`src/design/amssc_pkg.sv`:
```
/*
 * Shared constants of the converter mode sequencer: operating-mode codes,
 * reset values, the serial reset length and the sequencer state type.
 * Assumes nothing of its surroundings; imported by every design file.
 */
package amssc_pkg;

   // operating-mode codes as carried by the three mode bits
   localparam logic [2:0] MODE_IDLE   = 3'h0;
   localparam logic [2:0] MODE_CONT   = 3'h1;
   localparam logic [2:0] MODE_SINGLE = 3'h2;
   localparam logic [2:0] MODE_STBY   = 3'h3;
   localparam logic [2:0] MODE_ZS_ADC = 3'h4;
   localparam logic [2:0] MODE_RSVD   = 3'h5;
   localparam logic [2:0] MODE_ZS_CH  = 3'h6;
   localparam logic [2:0] MODE_FS_CH  = 3'h7;

   localparam logic [2:0] MODE_RESET_VAL = MODE_IDLE;
   localparam logic       RDY_N_RESET    = 1'h1;
   localparam logic       CS_N_RESET     = 1'h1;
   localparam logic       PIN_RESET      = 1'h0;

   // run of ones that resets the device from the serial input
   localparam logic [5:0] SRST_ONES      = 6'h20;

   localparam int unsigned NUM_CH_DEF    = 4;
   localparam int unsigned TIME_W_DEF    = 16;

   typedef enum logic [1:0] {
      ST_IDLE,
      ST_CONV,
      ST_CAL,
      ST_STBY
   } amssc_state_type;

endpackage

```
`src/design/amssc_sync.sv`:
```
/*
 * Pin input synchroniser: four flip-flops per bit, and the output only
 * follows once the second and third stages agree.
 * Assumes asynchronous inputs and a synchronous active-low reset.
 */
`timescale 1ns/1ps

module amssc_sync
   import amssc_pkg::*;
#(
   parameter int unsigned W         = 1,
   parameter logic [W-1:0] RST_VAL  = '0
) (
   input  wire logic         clk,
   input  wire logic         rst_n,
   input  wire logic [W-1:0] pin,
   output logic      [W-1:0] level
);

   logic [W-1:0] s1_q;
   logic [W-1:0] s2_q;
   logic [W-1:0] s3_q;
   logic [W-1:0] lvl_q;
   logic [W-1:0] lvl_d;

   // the first stage feeds only the second, never any decision logic
   always_comb begin
      lvl_d = lvl_q;
      for (int i = 0; i < W; i++) begin
         if (s2_q[i] == s3_q[i]) begin
            lvl_d[i] = s3_q[i];
         end
      end
   end

   always_ff @(posedge clk) begin
      if (!rst_n) begin
         s1_q  <= RST_VAL;
         s2_q  <= RST_VAL;
         s3_q  <= RST_VAL;
         lvl_q <= RST_VAL;
      end else begin
         s1_q  <= pin;
         s2_q  <= s1_q;
         s3_q  <= s2_q;
         lvl_q <= lvl_d;
      end
   end

   assign level = lvl_q;

endmodule

```
`src/design/amssc_top.sv`:
```
/*
 * Operating-mode sequencer of a four-channel converter with the pin-level
 * side of its serial port: chip-select gating, ready output, two-wire
 * turnaround, the serial reset sequence and the reset pin.
 * Assumes: CLOCK is the master clock; the register protocol logic outside
 * presents mode writes, data-register reads and outgoing data bits as
 * same-clock signals; CS_N, SCLK and DIN arrive straight from pins.
 */
`timescale 1ns/1ps

// How it works
// - reset or power-up leaves mode bits zero and the sequencer idle.
// - calibrations and single conversions drop back to idle on their own.
// - continuous mode starts on the chosen channel, flags it, moves to next enabled.
// - continuous mode cycles enabled channels until a new mode or reset.
// - single conversion flags its channel, pulls ready low, clears mode, idles.
// - single conversion runs even when the channel is disabled.
// - standby powers down the converter; clock-out disable stays independent.
// - self zero-scale calibration sets every ready bit, ready low, then idle.
// - channel zero-scale calibration updates that channel, sets all ready bits, idles.
// - channel full-scale calibration updates that channel, sets all ready bits, idles.
// - with chip select high, serial clock and data are ignored, output released.
// - completion or new data is signalled by ready falling.
// - the ready output is always driven, never released.
// - the reset pin returns the whole device to defaults.
// - two-wire use: output driven only when sending; no continuous read.
// - a zero then thirty-two ones on the serial input resets the device.
// - power-on reset brings mode and registers to defaults.
// - a mode write clears status, raises ready, aborts and starts the new mode.
// - the write's low address bits pick the channel of the new operation.
// - reading a channel's data clears its ready bit; ready rises once no ready bit is left set.
module amssc_top
   import amssc_pkg::*;
#(
   parameter int unsigned NUM_CH = NUM_CH_DEF,
   parameter int unsigned TIME_W = TIME_W_DEF,
   localparam int unsigned CH_W  = $clog2(NUM_CH)
) (
   input  wire logic                     CLOCK,
   input  wire logic                     RESET_N,
   input  wire logic                     CS_N,
   input  wire logic                     SCLK,
   input  wire logic                     DIN,
   input  wire logic                     TWO_WIRE,
   input  wire logic                     SDO_REQ,
   input  wire logic                     SDO_BIT,
   input  wire logic                     MODE_WR,
   input  wire logic [2:0]               MODE_WR_CODE,
   input  wire logic [CH_W-1:0]          MODE_WR_CHAN,
   input  wire logic [NUM_CH-1:0]        CH_ENABLE,
   input  wire logic [NUM_CH*TIME_W-1:0] CONV_TIME,
   input  wire logic                     DATA_RD,
   input  wire logic [CH_W-1:0]          DATA_RD_CHAN,
   input  wire logic                     CONT_RD_REQ,
   input  wire logic                     MASTER_CLOCK_OUT_DISABLE,
   output logic                          OP_MODE_BIT_HIGH,
   output logic                          OP_MODE_BIT_MID,
   output logic                          OP_MODE_BIT_LOW,
   output logic [CH_W-1:0]               ACTIVE_CHAN,
   output logic [NUM_CH-1:0]             READY_BITS,
   output logic                          RDY_N,
   output logic                          CONV_DONE,
   output logic [CH_W-1:0]               DONE_CHAN,
   output logic                          ZS_SELF_CAL_DONE,
   output logic                          ZS_CH_CAL_DONE,
   output logic                          FS_CH_CAL_DONE,
   output logic                          POWER_DOWN,
   output logic                          MASTER_CLOCK_OUTPUT_PIN_OE,
   output logic                          CONT_RD_ACTIVE,
   output logic                          SDO_OUT,
   output logic                          SDO_OE,
   output logic                          SER_BIT_VALID,
   output logic                          SER_BIT,
   output logic                          SERIAL_RESET
);

   logic            cs_n_s;
   logic [1:0]      pin_s;
   logic            sclk_prev_q;
   logic            sclk_rise;
   logic            srst_q;
   logic            srst_d;
   logic            rst;
   logic [5:0]      ones_q;
   logic [5:0]      ones_d;
   logic            bitv_q;
   logic            bitv_d;
   logic            bit_q;
   logic            bit_d;
   logic            sdo_q;
   logic            sdo_d;
   logic            sdo_oe_q;
   logic            sdo_oe_d;
   logic            crd_q;
   logic            crd_d;

   amssc_state_type state_q;
   amssc_state_type state_d;
   logic [2:0]      mode_q;
   logic [2:0]      mode_d;
   logic [CH_W-1:0] chan_q;
   logic [CH_W-1:0] chan_d;
   logic [TIME_W-1:0] cnt_q;
   logic [TIME_W-1:0] cnt_d;
   logic [NUM_CH-1:0] rdy_q;
   logic [NUM_CH-1:0] rdy_d;
   logic            rdy_n_q;
   logic            rdy_n_d;
   logic            cdone_q;
   logic            cdone_d;
   logic [CH_W-1:0] dchan_q;
   logic [CH_W-1:0] dchan_d;
   logic            zsa_q;
   logic            zsa_d;
   logic            zsc_q;
   logic            zsc_d;
   logic            fsc_q;
   logic            fsc_d;
   logic            pd_q;
   logic            pd_d;
   logic            mco_q;
   logic            mco_d;

   // the reset pin and the serial reset both restart the sequencer and serial logic; only the pin resets the synchronisers and edge detector
   assign rst = !RESET_N || srst_q;

   amssc_sync #(
      .W       (1),
      .RST_VAL (CS_N_RESET)
   ) u_sync_cs (
      .clk   (CLOCK),
      .rst_n (RESET_N),
      .pin   (CS_N),
      .level (cs_n_s)
   );

   amssc_sync #(
      .W       (2),
      .RST_VAL ({PIN_RESET, PIN_RESET})
   ) u_sync_pins (
      .clk   (CLOCK),
      .rst_n (RESET_N),
      .pin   ({SCLK, DIN}),
      .level (pin_s)
   );

   assign sclk_rise = pin_s[1] && !sclk_prev_q;

   function automatic logic [TIME_W-1:0] load_time(input logic [CH_W-1:0] ch);
      logic [TIME_W-1:0] t;
      t = CONV_TIME[ch*TIME_W +: TIME_W];
      // a zero setting would never finish; run it as one cycle instead
      load_time = (t == '0) ? TIME_W'(1) : t;
   endfunction

   function automatic logic [CH_W-1:0] next_enabled(input logic [CH_W-1:0] ch);
      logic [CH_W-1:0] c;
      next_enabled = ch;
      for (int i = NUM_CH - 1; i >= 1; i--) begin
         c = CH_W'((int'(ch) + i) % NUM_CH);
         if (CH_ENABLE[c]) begin
            next_enabled = c;
         end
      end
   endfunction

   // serial side: gating, reset sequence and data output
   always_comb begin
      bitv_d   = 1'h0;
      bit_d    = bit_q;
      ones_d   = ones_q;
      srst_d   = 1'h0;
      if (!cs_n_s && sclk_rise) begin
         bitv_d = 1'h1;
         bit_d  = pin_s[0];
         if (!pin_s[0]) begin
            ones_d = '0;
         end else if (ones_q == SRST_ONES - 6'h01) begin
            ones_d = '0;
            srst_d = 1'h1;
         end else begin
            ones_d = ones_q + 6'h01;
         end
      end
      // the output is only driven while selected and sending, so a shared
      // two-wire line is free whenever the host must drive it
      sdo_oe_d = !cs_n_s && SDO_REQ;
      sdo_d    = SDO_BIT;
      crd_d    = CONT_RD_REQ && !TWO_WIRE;
   end

   always_ff @(posedge CLOCK) begin
      // the edge detector keeps its history through a serial reset: the clock
      // pin may still be high when that reset strikes, and a false edge would follow
      if (!RESET_N) begin
         srst_q      <= 1'h0;
         sclk_prev_q <= PIN_RESET;
      end else begin
         srst_q      <= srst_d;
         sclk_prev_q <= pin_s[1];
      end
      if (rst) begin
         ones_q      <= '0;
         bitv_q      <= 1'h0;
         bit_q       <= 1'h0;
         sdo_q       <= 1'h0;
         sdo_oe_q    <= 1'h0;
         crd_q       <= 1'h0;
      end else begin
         ones_q      <= ones_d;
         bitv_q      <= bitv_d;
         bit_q       <= bit_d;
         sdo_q       <= sdo_d;
         sdo_oe_q    <= sdo_oe_d;
         crd_q       <= crd_d;
      end
   end

   // mode sequencer
   always_comb begin
      state_d = state_q;
      mode_d  = mode_q;
      chan_d  = chan_q;
      cnt_d   = cnt_q;
      rdy_d   = rdy_q;
      cdone_d = 1'h0;
      dchan_d = dchan_q;
      zsa_d   = 1'h0;
      zsc_d   = 1'h0;
      fsc_d   = 1'h0;
      // a read clears first so that a completion in the same cycle wins
      if (DATA_RD) begin
         rdy_d[DATA_RD_CHAN] = 1'h0;
      end
      if (MODE_WR) begin
         rdy_d  = '0;
         mode_d = MODE_WR_CODE;
         chan_d = MODE_WR_CHAN;
         cnt_d  = load_time(MODE_WR_CHAN);
         unique case (MODE_WR_CODE)
            MODE_CONT, MODE_SINGLE: state_d = ST_CONV;
            MODE_STBY:              state_d = ST_STBY;
            MODE_ZS_ADC, MODE_ZS_CH, MODE_FS_CH: state_d = ST_CAL;
            default: begin
               // idle and the reserved code both leave the converter idle
               state_d = ST_IDLE;
               mode_d  = MODE_IDLE;
            end
         endcase
      end else begin
         unique case (state_q)
            ST_IDLE, ST_STBY: ;
            ST_CONV: begin
               if (cnt_q == TIME_W'(1)) begin
                  rdy_d[chan_q] = 1'h1;
                  cdone_d       = 1'h1;
                  dchan_d       = chan_q;
                  if (mode_q == MODE_CONT) begin
                     chan_d = next_enabled(chan_q);
                     cnt_d  = load_time(next_enabled(chan_q));
                  end else begin
                     state_d = ST_IDLE;
                     mode_d  = MODE_IDLE;
                  end
               end else begin
                  cnt_d = cnt_q - TIME_W'(1);
               end
            end
            ST_CAL: begin
               if (cnt_q == TIME_W'(1)) begin
                  rdy_d   = '1;
                  zsa_d   = (mode_q == MODE_ZS_ADC);
                  zsc_d   = (mode_q == MODE_ZS_CH);
                  fsc_d   = (mode_q == MODE_FS_CH);
                  dchan_d = chan_q;
                  state_d = ST_IDLE;
                  mode_d  = MODE_IDLE;
               end else begin
                  cnt_d = cnt_q - TIME_W'(1);
               end
            end
         endcase
      end
      // ready is a plain driven level: low while any channel holds news
      rdy_n_d = MODE_WR ? 1'h1 : !(|rdy_d);
      pd_d    = (state_d == ST_STBY);
      mco_d   = !MASTER_CLOCK_OUT_DISABLE;
   end

   always_ff @(posedge CLOCK) begin
      if (rst) begin
         state_q <= ST_IDLE;
         mode_q  <= MODE_RESET_VAL;
         chan_q  <= '0;
         cnt_q   <= '0;
         rdy_q   <= '0;
         rdy_n_q <= RDY_N_RESET;
         cdone_q <= 1'h0;
         dchan_q <= '0;
         zsa_q   <= 1'h0;
         zsc_q   <= 1'h0;
         fsc_q   <= 1'h0;
         pd_q    <= 1'h0;
         mco_q   <= 1'h0;
      end else begin
         state_q <= state_d;
         mode_q  <= mode_d;
         chan_q  <= chan_d;
         cnt_q   <= cnt_d;
         rdy_q   <= rdy_d;
         rdy_n_q <= rdy_n_d;
         cdone_q <= cdone_d;
         dchan_q <= dchan_d;
         zsa_q   <= zsa_d;
         zsc_q   <= zsc_d;
         fsc_q   <= fsc_d;
         pd_q    <= pd_d;
         mco_q   <= mco_d;
      end
   end

   assign OP_MODE_BIT_HIGH           = mode_q[2];
   assign OP_MODE_BIT_MID            = mode_q[1];
   assign OP_MODE_BIT_LOW            = mode_q[0];
   assign ACTIVE_CHAN                = chan_q;
   assign READY_BITS                 = rdy_q;
   assign RDY_N                      = rdy_n_q;
   assign CONV_DONE                  = cdone_q;
   assign DONE_CHAN                  = dchan_q;
   assign ZS_SELF_CAL_DONE           = zsa_q;
   assign ZS_CH_CAL_DONE             = zsc_q;
   assign FS_CH_CAL_DONE             = fsc_q;
   assign POWER_DOWN                 = pd_q;
   assign MASTER_CLOCK_OUTPUT_PIN_OE = mco_q;
   assign CONT_RD_ACTIVE             = crd_q;
   assign SDO_OUT                    = sdo_q;
   assign SDO_OE                     = sdo_oe_q;
   assign SER_BIT_VALID              = bitv_q;
   assign SER_BIT                    = bit_q;
   assign SERIAL_RESET               = srst_q;
endmodule

```
`config.mk`:
```
export PLATFORM = sky130hd
export DESIGN_NAME = amssc_top
export DESIGN_NICKNAME = d
export VERILOG_FILES = /design/src/design/amssc_pkg.sv /design/src/design/amssc_sync.sv /design/src/design/amssc_top.sv
export SDC_FILE = /design/constraint.sdc
export NUM_CORES = 1
export LEC_CHECK = 0
export BUFFER_PORTS_ARGS = -buffer_cell sky130_fd_sc_hd__buf_4
export CORE_UTILIZATION = 50
export DETAILED_ROUTE_END_ITERATION = 8
export GPL_TIMING_DRIVEN = 0
export PLACE_DENSITY = 0.77
export SYNTH_ARGS = -nofsm -noshare
export SYNTH_HDL_FRONTEND = slang
export SYNTH_SLANG_ARGS = --single-unit
```
`constraint.sdc`:
```
create_clock -name CLOCK -period 6.4 [get_ports CLOCK]
set_input_delay 0.32 -clock CLOCK [delete_from_list [all_inputs] [get_ports CLOCK]]
set_output_delay 0.32 -clock CLOCK [all_outputs]
set_load 0.1 [all_outputs]
```
**Word level (Yosys, flattened, before mapping)**

Cells that the tools add are included.
W data, S select, Z words.

- Register bits: 61
- Input bits: 87
- Output and inout bits: 24
- Logic and storage cells: 153

- $add $sub $neg: 5
- $lt $le $gt $ge: 7
- Eq/ne operators: 23
- Shift operators: 2
- Mux-type cells: 47
- Bitwise operators: 7
- Reduce and logical (&&, ||, !) cells: 32

Operators with widths:

| operator | number |
|---|---|
| $shiftx A64 B7 Y16 | 2 |
| $mux W16 | 6 |
| $logic_not A16 Y1 | 2 |
| $pmux W16 S2 | 1 |
| $mux W2 | 12 |
| $eq A3 B3 Y1 const B | 6 |
| $eq A16 B1 Y1 const B | 1 |
| $mux W4 | 4 |
| $sub A16 B1 Y16 const B | 1 |
| $lt A2 B3 Y1 const B | 5 |
| $mux W3 | 5 |
| $mux W6 | 2 |
| $ne A3 B3 Y1 const B | 4 |
| $reduce_and A3 Y1 | 4 |
| $mux W1 | 8 |
| $pmux W4 S2 | 1 |
| $reduce_or A4 Y1 | 2 |
| $add A6 B1 Y6 const B | 1 |
| $bmux W1 S2 | 3 |
| $eq A3 B1 Y1 const B | 2 |
| $eq A3 B2 Y1 const B | 2 |
| $eq A6 B5 Y1 const B | 1 |
| $logic_and A1 B1 Y1 | 6 |
| $logic_not A1 Y1 | 6 |
| 22 further kinds | 36 |

**Logic depth before layout (Yosys ltp)**

Gate-level depths: netlist of the first run.

- Word-level depth: 17
- Mapped depth: 12

**Cells and area by module**

From an unflattened synthesis of the first run, not the netlist that was laid out.

- Cells, all modules: 469
- Area, all modules: 4,147.7 µm²

Modules (own cells, without submodules):

| module | times used | cells an instance | area each (µm²) | seq. area each (µm²) |
|---|---|---|---|---|
| amssc_top | 1 | 439 | 3,797.4 | 980.9 |
| amssc_sync (u_sync_pins) | 1 | 20 | 237.7 | 160.2 |
| amssc_sync (u_sync_cs) | 1 | 10 | 112.6 | 80.1 |

**Least setup slack after synthesis of the first run**

Ideal clock, no wire load.

- Path type: register -> register
- Start point: reg chan_q[1], in the netlist ACTIVE_CHAN[1]
- End point: reg cnt_q[0]
- Arrival time: 3.374 ns
- Required time: 6.342 ns
- Slack: 2.968 ns
- Cell stages (with the launch flop): 12
- Buffers on the path: 3
- Period minus slack after synthesis: 3.432 ns
- Cell sequence: dfxtp_1 clkbuf_2 inv_1 ha_1 mux2_2 o32a_1 buf_2 buf_2 mux2_2 nand4_1 nor4_1 o21a_1

- Longest elaborated chain between the ends: 17
- Elaborated cells between the ends (all ways): 23
- Classes of those cells: add/sub: 3; shift: 1; mux: 18; reduce/logical: 1

Ends and longest elaborated chain:

| item | line | RTL |
|---|---|---|
| start, declared | amssc_top.sv:101 | `logic [CH_W-1:0] chan_q;` |
| start signal, assigned | amssc_top.sv:308 | `chan_q <= chan_d;` |
| $add A2 B2 Y2 | amssc_top.sv:160 | `c = CH_W'((int'(ch) + i) % NUM_CH);` |
| $bmux W1 S2 | amssc_top.sv:161 | `if (CH_ENABLE[c]) begin` |
| $mux W1 (implied by the code) | amssc_top.sv:161 |  |
| $mux W2 (2 in a row) | - |  |
| $mux W2 * | - |  |
| $mux W2 * | amssc_top.sv:258 | `if (mode_q == MODE_CONT) begin` |
| $mux W2 * | amssc_top.sv:254 | `if (cnt_q == TIME_W'(1)) begin` |
| $mux W2 * | amssc_top.sv:251 | `unique case (state_q)` |
| $mux W2 * | amssc_top.sv:235 | `if (MODE_WR) begin` |
| $shiftx A64 B7 Y16 * | amssc_top.sv:151 | `t = CONV_TIME[ch*TIME_W +: TIME_W];` |
| $logic_not A16 Y1 | amssc_top.sv:153 | `load_time = (t == '0) ? TIME_W'(1) : t;` |
| $mux W16 * | amssc_top.sv:153 |  |
| $mux W16 * | amssc_top.sv:258 |  |
| $mux W16 * | amssc_top.sv:254 |  |
| $pmux W16 S2 * | amssc_top.sv:251 |  |
| $mux W16 * | amssc_top.sv:235 |  |
| end signal, assigned | amssc_top.sv:309 | `cnt_q <= cnt_d;` |
| end, declared | amssc_top.sv:103 | `logic [TIME_W-1:0] cnt_q;` |

Every way passes the cells marked *; elsewhere a longest branch is shown, timed or not. The select of a mux whose other input is x is not followed.
A chain may end at the register's enable or synchronous reset.

**Final worst setup path of the first run**

Same ends and word-level chain as after synthesis.

==> results of run 1 <==
-- layout make-up --
type / count / area (sq um) / share of cell area
Clock inverter: 7 / 73.8 / 0.0141
Multi-Input combinational cell: 346 / 2700 / 0.513
Buffer: 27 / 158 / 0.0300
Clock buffer: 9 / 124 / 0.0236
Tap cell: 102 / 128 / 0.0243
Timing Repair Buffer: 108 / 811 / 0.154
Sequential cell: 61 / 1220 / 0.233
Inverter: 11 / 41.3 / 0.00786
-- flip-flops by register name, indices dropped and copies added (netlist names), 2 cells and up --
signal,cells
u_sync_pins.s3_q,2
u_sync_pins.s1_q,2
u_sync_pins.level,2
DONE_CHAN,2
READY_BITS,4
ACTIVE_CHAN,2
mode_q,3
ones_q,6
u_sync_pins.s2_q,2
cnt_q,16
state_q,2
-- critical path, stage by stage (launching register included) --
cell and delay [ns]:
dfxtp_1 0.40, clkbuf_2 0.24, inv_1 0.14, ha_1 0.37, mux2_2 0.35, o32a_1 0.28
buf_2 0.21, buf_2 0.25, mux2_2 0.31, nand4_1 0.09, nor4_1 0.40, o21a_1 0.20
-- layout by cell type (no fill, tap or decap), types with 16 or more instances in the layout --
master and count:
a21oi_1 24, nor2_1 61, mux2i_1 38, dfxtp_1 61, buf_4 112, nand2_1 26, mux4_2 16, o21ai_0 16
mux2_2 17
-- per-layer routing --
metal	wire length, microns	vias up
li1	-	1884
met1	5030	1931
met2	5930	144
met3	775	28
met4	337	0
met5	0	-
-- power by group through the flow --
| stage | logic (mW) | clock network, mW | registers (mW) |
|---|---|---|---|
| after floorplan | 0.227 | 0 | 0.442 |
| final | 0.362 | 0.351 | 0.417 |
| after global routing | 0.385 | 0.372 | 0.420 |
| after CTS | 0.357 | 0.358 | 0.417 |
| after global placement | 0.349 | 0 | 0.425 |
| after detailed placement | 0.354 | 0 | 0.426 |
-- cells by family after synthesis --
group	count (synthesis)	synth area share
adder cells (fa/ha/maj)	9	0.0274
AO/OA/AOI/OAI	85	0.152
buffers and inverters	38	0.0483
multiplexers	71	0.227
flip-flops	61	0.297
XOR/XNOR	13	0.0277
AND/OR/NAND/NOR	168	0.221
-- final timing paths --
kind	endpoint	cells past startpoint
setup / recovery	cnt_q[0]	11
hold / removal	MASTER_CLOCK_OUTPUT_PIN_OE	2
setup reg to reg	cnt_q[0]	11
hold reg to reg	u_sync_cs.s2_q	1
-- metrics by stage --
stage	instances	worst slack, ns	hold WS [ns]	util	total power [mW]
2_1_floorplan	445	2.97	0.386	-	0.668
3_3_place_gp	655	3.24	0.399	0.644	0.774
3_5_place_dp	655	3.24	0.399	0.644	0.780
4_1_cts	671	3.18	0.0974	0.669	1.13
5_1_grt	671	3.05	0.116	0.669	1.18
6_report	671	3.11	0.115	0.669	1.13
==> metrics.txt, run 1 <==
outcome=complete, no violations; Psw=386 uW; GRT Util Overall=0.290; Netlist cell types=60; top cells by instance count after synthesis=dfxtp_1, nor2_1, mux2i_1, nand2_1, a21oi_1; final worst clock skew=0.00997 ns; Final Hold Fails=0; Post-CTS Setup Bufs=0; Initial Util=0.524; worst-skew pair later-pin latency=0.35 ns; vias in the first global route=between 4000 and 5000; Reg clk slew, reported paths=0.08 ns; R2R Path Start=ACTIVE_CHAN[1]; Detailed Routing Iterations Pass 1=5; Die Footprint=8600 sq um; clk sinks=61; Post-synth EDFFs=0; Antenna Cells=0; HP Start=MASTER_CLOCK_OUT_DISABLE; Seq/Total Area, Yosys=0.297; DRC viols=0; CTS tree=built; crit path kind=flip-flop to flip-flop; port bufs=between 100 and 150; cell-internal power=745 uW; clock network fraction of total power=0.311; Routed wire per std cell=18.0 microns; Syn Area/Cell=9.25 sq um; Num CTS Buffers=9; CP Max Fanout=10; HP Class=input port to flip-flop; fmax=304 MHz; Lkg Pwr=2.25 nW; nets@finish=between 600 and 700; final setup violation count=0; Row Count=32; Die X=~93 microns; RSZ-0062 raised after global routing=no; peak supply drop=~0.16 mV; Yosys top cell area share=0.297; maxcap violations=0; final non-filler cell area=between 5000 and 6000 sq um; # hold bufs at CTS=0; Synth area leader=dfxtp_1; gr ovfl total=0; Setup crit start=ACTIVE_CHAN[1]; Top Usage Layer GRT=met2; sequential share of power=0.369; CP Data Required Time=6.70 ns; initial antenna violation count=0; first-pass GRT wire length=19400 microns; # resized after CTS=0; Vias=3987; fraction of layout cells with a size suffix above 1=0.348; combinational share of power=0.320; clk buf depth=2; critical path arrival=3.58 ns; minimum clock period=3.29 ns; Setup TNS=0 ns; top post-synthesis cells by area=dfxtp_1, mux2i_1, mux4_2, nor2_1, mux2_2; Final Max Tran Viols=0; met3 Use GR=0.0599; flops & latches, synth=61; Syn Inst Count=445; Worst-Margin Slew=~0.73 ns; number of routed nets with antenna violations=0; filler cell count=730; hpwl dp=9390 microns; Initial DRC Count=269; PD cells=215 nW/um^2; largest net degree at the start of global routing=13; register-to-register setup slack=roughly 3.1 ns; met1 Use GR=0.344; Cell Area, Synth=4120 sq um; area post-placement=5050 sq um; CP startpoint kind=flip-flop; vias per cell=5.94; io pins=111; Final Cycle Share=0.513; crit end category=flip-flop; Synth Net Count=541; met2 GRT Util=0.504; Syn. warnings=0; CORE AREA=between 7000 and 8000 sq um; ys flop type=dfxtp_1; die height=92.7 microns; CTS Root Buffer Type=clkbuf_8; FFs w/ async S/R, synth=0; Detailed Route WL=12100 microns; P&R area growth vs syn=27.6%; htree depth=3; routability cong.=~1.0; Slew HR=0.512; sw frac=0.341
Power figures use the tool's default switching activity.
==> run 2: changes to the inputs <==
- ABC_AREA: not set -> 1
- CORE_UTILIZATION: 50 -> 49
- clock period: 6.4 -> 2.7 ns (I/O delays scaled with it)
==> metrics.txt, run 2 <==
gr ovfl total=0 (unchanged); Syn Inst Count=746 (+68%); Syn Area/Cell=6.18 sq um (-33%); Inst Count DP=964 (+47%); Yosys top cell area share=0.265 (-0.0320); crit end category=flip-flop; Detailed Routing Iterations Pass 1=5 (unchanged); clock network fraction of total power=0.224 (-0.087); final worst clock skew=0.00730 ns (-0.00267 ns); sequential share of power=0.290 (-0.079); P&R area growth vs syn=36.1%; non-filler cells, final=1011 (+51%); Die X=99.0 microns (+6.8%); final setup violation count=0 (unchanged); maxcap violations=0 (unchanged); outcome=complete, no violations; top cells by instance count after synthesis=nand2_1, inv_1, nor2_1, dfxtp_1, nand3_1; worst-skew pair later-pin latency=0.34 ns (about the same); CTS Root Buffer Type=clkbuf_8; PD cells=540 nW/um^2 (+150%); hpwl dp=11600 microns (+23%); Slew HR=0.512 (about the same); most frequent cells in the layout=nand2_1, buf_4, inv_1; flops & latches, synth=61 (unchanged); routability cong.=0.962 (-4.0%); first-pass GRT wire length=24100 microns (+24%); CORE AREA=9200 sq um (+17%); Initial DRC Count=459 (+71%); combinational share of power=0.486 (+0.166); die height=99.0 microns (+6.8%); Detailed Route WL=15900 microns (+32%); Vias=5652 (+42%); CP Data Required Time=2.98 ns (-3.72 ns); initial antenna violation count=0 (unchanged); Reg clk slew, reported paths=0.07 ns (about the same); Worst-Margin Slew=0.729 ns (-0.00240 ns); Row Count=35 (+9.4%); HP Class=input port to flip-flop; fin util=0.682 (+0.0133); clk buf depth=2 (unchanged); nets@finish=992 (+50%); Psw=1.34 mW (+250%); CP startpoint kind=flip-flop; Seq/Total Area, Yosys=0.265 (-0.0320); fraction of layout cells with a size suffix above 1=0.260 (-0.0880); R2R depth=23 (+12); sw frac=0.396 (+0.0546); htree depth=3 (unchanged); port bufs=107 (-0.93%); Synth area leader=dfxtp_1; hold-critical path depth=3 (+1); Final Cycle Share=0.956 (+0.443); GRT Util Overall=0.312 (+0.0220); critical path arrival=2.86 ns (-0.72 ns); Cell Area, Synth=4610 sq um (+12%); Post-synth EDFFs=0 (unchanged); Final Hold Fails=0 (unchanged); largest net degree at the start of global routing=11 (-2); Routed wire per std cell=15.7 microns (-13%); io pins=111 (unchanged); ys flop type=dfxtp_1; clk sinks=61 (unchanged); Die Footprint=9800 sq um (+14%); vias per cell=5.59 (-5.9%); Netlist cell types=45 (-25%); Final Max Tran Viols=0 (unchanged); post-route worst setup slack=0.118 ns (-3.00 ns); top post-synthesis cells by area=dfxtp_1, nand2_1, inv_1, nand3_1, a21oi_1; area post-placement=5560 sq um (+10%); crit path kind=flip-flop to flip-flop; FFs w/ async S/R, synth=0 (unchanged); Most flops, register=cnt_q; Placement Setup Slack=-0.0580 ns (-3.30 ns); minimum clock period=2.58 ns (-0.703 ns); most common cell after layout, fill and taps aside=nand2_1; peak supply drop=0.385 mV (+130%); fmax=387 MHz (+27%); Lkg Pwr=3.15 nW (+40%); filler cell count=849 (+16%); cell-internal power=2.05 mW (+170%); CTS tree=built; Synth Net Count=842 (+56%); vias in the first global route=5040 (+25%); most common cell in the netlist=nand2_1; Initial Util=0.501 (-0.0229); Num CTS Buffers=9 (unchanged); number of routed nets with antenna violations=0 (unchanged); Antenna Cells=0 (unchanged); CP Max Fanout=7 (-3); max FFs per register=16 (unchanged); final non-filler cell area=6280 sq um (+20%); Syn. warnings=0 (unchanged); DRC viols=0 (unchanged)
[run 2: changes by cell type in the layout (fill, tap and decap cells not counted), sizes merged, moves of 15 or more]
cell	delta
nand2	+154
inv	+109
nand3	+64
o21ai	+42
mux2i	-38
a21oi	+33
buf	+24
mux2	-17
mux4	-16
clkbuf	+15
[run 2: stage by stage]
stage / power [mW] / setup TNS (ns) / hold WS (ns)
after floorplan: 1.84 / 0 / 0.207
after global placement: 2.19 / 0 / 0.291
after detailed placement: 2.22 / -0.0580 / 0.297
after CTS: 3.00 / 0 / 0.00700
after global routing: 3.56 / -0.0858 / 0.00999
final: 3.39 / 0 / 0.00892
[run 2: final timing paths]
check | end | slack, ns | start
min | SDO_OUT | 0.009 | SDO_BIT
min reg2reg | u_sync_pins.s2_q[0] | 0.42 | u_sync_pins.s1_q[0]
max reg2reg | cnt_q[0] | 0.12 | ACTIVE_CHAN[0]
max | cnt_q[0] | 0.12 | ACTIVE_CHAN[0]
[run 2: cells by family (layout without fill, tap and decap cells)]
logic type,count (synthesis),in the layout,share of synthesized area
AND/OR/NAND/NOR,357,357,0.351
buffers and inverters,160,314,0.150
AO/OA/AOI/OAI,151,151,0.195
flip-flops,61,61,0.265
adder cells (fa/ha/maj),9,9,0.0244
XOR/XNOR,8,8,0.0152
[run 2: power by group through the flow]
stage	sequential, mW	clock, mW	combinational [mW]
global placement	0.999	0	1.19
global route	0.988	0.810	1.76
finish	0.982	0.760	1.65
detailed placement	1.00	0	1.21
floorplan	1.05	0	0.796
CTS	0.981	0.770	1.25
[run 2: metal layers]
layer	vias to the layer above	routed length, microns	track usage
li1	2727	-	-
met1	2608	6830	0.412
met2	277	7450	0.526
met3	40	1290	0.0454
met4	0	326	0.0907
met5	-	0	0
[run 2: worst max-delay path: stages (launching register included)]
cell and delay [ns]:
dfxtp_4 0.37, buf_12 0.13, clkinv_8 0.05, ha_4 0.28, inv_2 0.05, nand2_1 0.08, nand2_2 0.08, nand2_4 0.09
nand3_4 0.14, nand2_8 0.12, buf_8 0.13, buf_6 0.12, nand2_1 0.07, nand3_2 0.06, nand2_2 0.08, nor2_4 0.12
nand2_1 0.06, nor2_1 0.10, nand2_1 0.06, nand2_1 0.06, nand2_1 0.05, nand2_1 0.05, nand2_1 0.06, a21oi_2 0.10
[run 2: cell type report]
class	count	area, sq um	area share
Sequential cell	61	1230	0.196
Tap cell	111	139	0.0221
Timing Repair Buffer	139	1130	0.180
Clock buffer	12	165	0.0263
Multi-Input combinational cell	525	2840	0.452
Inverter	123	479	0.0764
Clock inverter	3	18.8	0.00299
Buffer	37	275	0.0439
[run 2: timing repair]
item | CTS | global route
setup endpoints to repair | 1 | 3
gates resized for setup | 5 | 58
buffers inserted | 3 | 21
hold buffers | 5 | 0
endpoints found under the hold margin | 5 | 0
pin swaps | 0 | 24
gates cloned | 0 | 3
==> run 3: changes to the inputs <==
- CELL_PAD_IN_SITES_DETAIL_PLACEMENT: not set -> 0
- CELL_PAD_IN_SITES_GLOBAL_PLACEMENT: not set -> 1
- CORE_UTILIZATION: 49 -> 34
- PLACE_DENSITY: 0.77 -> not set
- PLACE_DENSITY_LB_ADDON: not set -> 0.1
==> metrics.txt, run 3 (synthesized netlist as in run 2, its figures left out) <==
most common cell after layout, fill and taps aside=nand2_1; GRT Util Overall=0.225 (-0.0864); htree depth=3 (unchanged); P&R area growth vs syn=34.2%; gr ovfl total=0 (unchanged); register area=1230 sq um (unchanged); Initial Util=0.348 (-0.153); port bufs=107 (unchanged); Reg clk slew, reported paths=0.05 ns (-0.02 ns); Detailed Route WL=16000 microns (+0.82%); PD cells=556 nW/um^2 (+2.9%); worst-skew pair later-pin latency=0.32 ns (-0.02 ns); CP Data Required Time=2.96 ns (-0.02 ns); RSZ-0062 raised after global routing=yes; first-pass GRT wire length=25200 microns (+4.6%); CP startpoint kind=flip-flop; sequential share of power=0.286 (-0.004); vias per cell=5.07 (-9.2%); crit path kind=flip-flop to flip-flop; largest net degree at the start of global routing=11 (unchanged); filler cell count=1402 (+65%); vias in the first global route=5129 (+1.8%); Most flops, register=cnt_q; Num CTS Buffers=9 (unchanged); combinational share of power=0.418 (-0.068); sw frac=0.373 (-0.0226); clk sinks=61 (unchanged); final setup violation count=0 (unchanged); Initial DRC Count=403 (-12%); most frequent cells in the layout=nand2_1, inv_1, buf_4; Die X=118 microns (+20%); maxcap violations=0 (unchanged); Final Cycle Share=0.923 (-0.0337); clk buf depth=2 (unchanged); Antenna Cells=0 (unchanged); max FFs per register=16 (unchanged); routability cong.=0.917 (-4.7%); io pins=111 (unchanged); Critical Path Most Common Cell=nand2_1; initial antenna violation count=0 (unchanged); HP Start=SDO_BIT; peak supply drop=0.344 mV (-11%); CP max stage delay=0.35 ns (-0.02 ns); Slew HR=0.469 (-0.0433); final non-filler cell area=6190 sq um (-1.4%); Psw=1.28 mW (-4.3%); Routed wire per std cell=15.2 microns (-3.7%); delay-heaviest family, CP=simple AND/OR/NAND/NOR gates; HP Class=input port to flip-flop; outcome=complete, no violations; Setup crit start=ACTIVE_CHAN[0]; cell-internal power=2.16 mW (+5.3%); critical path arrival=2.75 ns (-0.11 ns); final worst clock skew=0.00483 ns (-0.00247 ns); Vias=5369 (-5.0%); Setup TNS=0 ns (unchanged); crit end category=flip-flop; Die Footprint=14000 sq um (+43%); crit path buf inv count=4 (-1); area of the multi-input gates=2750 sq um (-3.0%); minimum clock period=2.49 ns (-0.0910 ns); Final Max Tran Viols=0 (unchanged); Slowest-stage cell, CP=dfxtp_4; Row Count=42 (+20%); hpwl dp=12200 microns (+5.9%); Worst-Margin Slew=0.794 ns (+0.0647 ns); area post-placement=5640 sq um (+1.5%); clock network fraction of total power=0.296 (+0.072); Final Hold Fails=0 (unchanged); DRC viols=0 (unchanged); CTS Root Buffer Type=clkbuf_16; nets@finish=974 (-1.8%); Placement Setup Slack=-0.0676 ns (-0.00957 ns); CORE AREA=13200 sq um (+44%); R2R Path Start=ACTIVE_CHAN[0]; CTS tree=built; die height=118 microns (+20%); crit-path cells=buf_12 -> inv_8 -> ha_4 -> inv_1 -> nand2_1 -> nand2_1 -> nand2_2 -> nand2_4 -> nand2_8 -> nand2_8 -> clkbuf_16 -> nand2_1 -> nand3_1 -> nand2_2 -> nor2_2 -> nand2_1 -> nor2_2 -> nand2_1 -> nand2_1 -> nand2_1 -> nand2_1 -> nand2_1 -> a21oi_2; post-route worst setup slack=0.209 ns (+0.0910 ns); CP Max Fanout=8 (+1); Lkg Pwr=3.07 nW (-2.3%); Detailed Routing Iterations Pass 1=6 (+1); fraction of layout cells with a size suffix above 1=0.220 (-0.0400); number of routed nets with antenna violations=0 (unchanged); fmax=401 MHz (+3.7%)
run 3: worst min-delay path, stage by stage:
cell and delay [ns]:
buf_4 0.08, inv_1 0.03, nor2_1 0.08
run 3: final cells by class:
cell class	instances	area share
clock buffer	10	0.0386
timing repair buffer	121	0.157
buffer	37	0.0447
multi-input combinational	525	0.445
clock inverter	5	0.00425
tap	176	0.0356
inverter	123	0.0762
sequential	61	0.199
run 3: final timing paths:
path,end,slack (ns),depth (start not counted)
min,SDO_OUT,0.03,3
max,cnt_q[0],0.21,23
min reg2reg,u_sync_pins.s2_q[0],0.41,2
max reg2reg,cnt_q[0],0.21,23
run 3: per-layer routing:
metal,up-vias,wire (microns),track usage
li1,2689,-,-
met1,2504,7530,0.297
met2,161,7510,0.388
met3,15,839,0.0309
met4,0,148,0.0522
met5,-,0,0
run 3: repair_timing:
item	4_1_cts	5_1_grt
endpoints found under the setup margin	1	2
buffers inserted	3	3
hold endpoints to repair	5	0
hold buffers	5	0
resized for setup	0	31
cloned	0	3
pin swaps	0	5
run 3: through the flow:
step / total power [mW] / hold slack, ns / utilization / std cells
6_report: 3.44 / 0.0303 / 0.467 / 1058
5_1_grt: 3.64 / 0.0404 / 0.467 / 1058
4_1_cts: 3.29 / 0.0192 / 0.451 / 1052
3_5_place_dp: 2.24 / 0.296 / 0.426 / 1029
3_3_place_gp: 2.23 / 0.291 / 0.426 / 1029
2_1_floorplan: 1.84 / 0.207 / - / 746
run 3: power groups by stage:
stage | Combinational (mW) | Clock, mW | Sequential, mW
CTS | 1.26 | 1.04 | 0.982
finish | 1.44 | 1.02 | 0.983
detailed placement | 1.24 | 0 | 1.00
global route | 1.57 | 1.08 | 0.989
global placement | 1.23 | 0 | 1.00
floorplan | 0.796 | 0 | 1.05
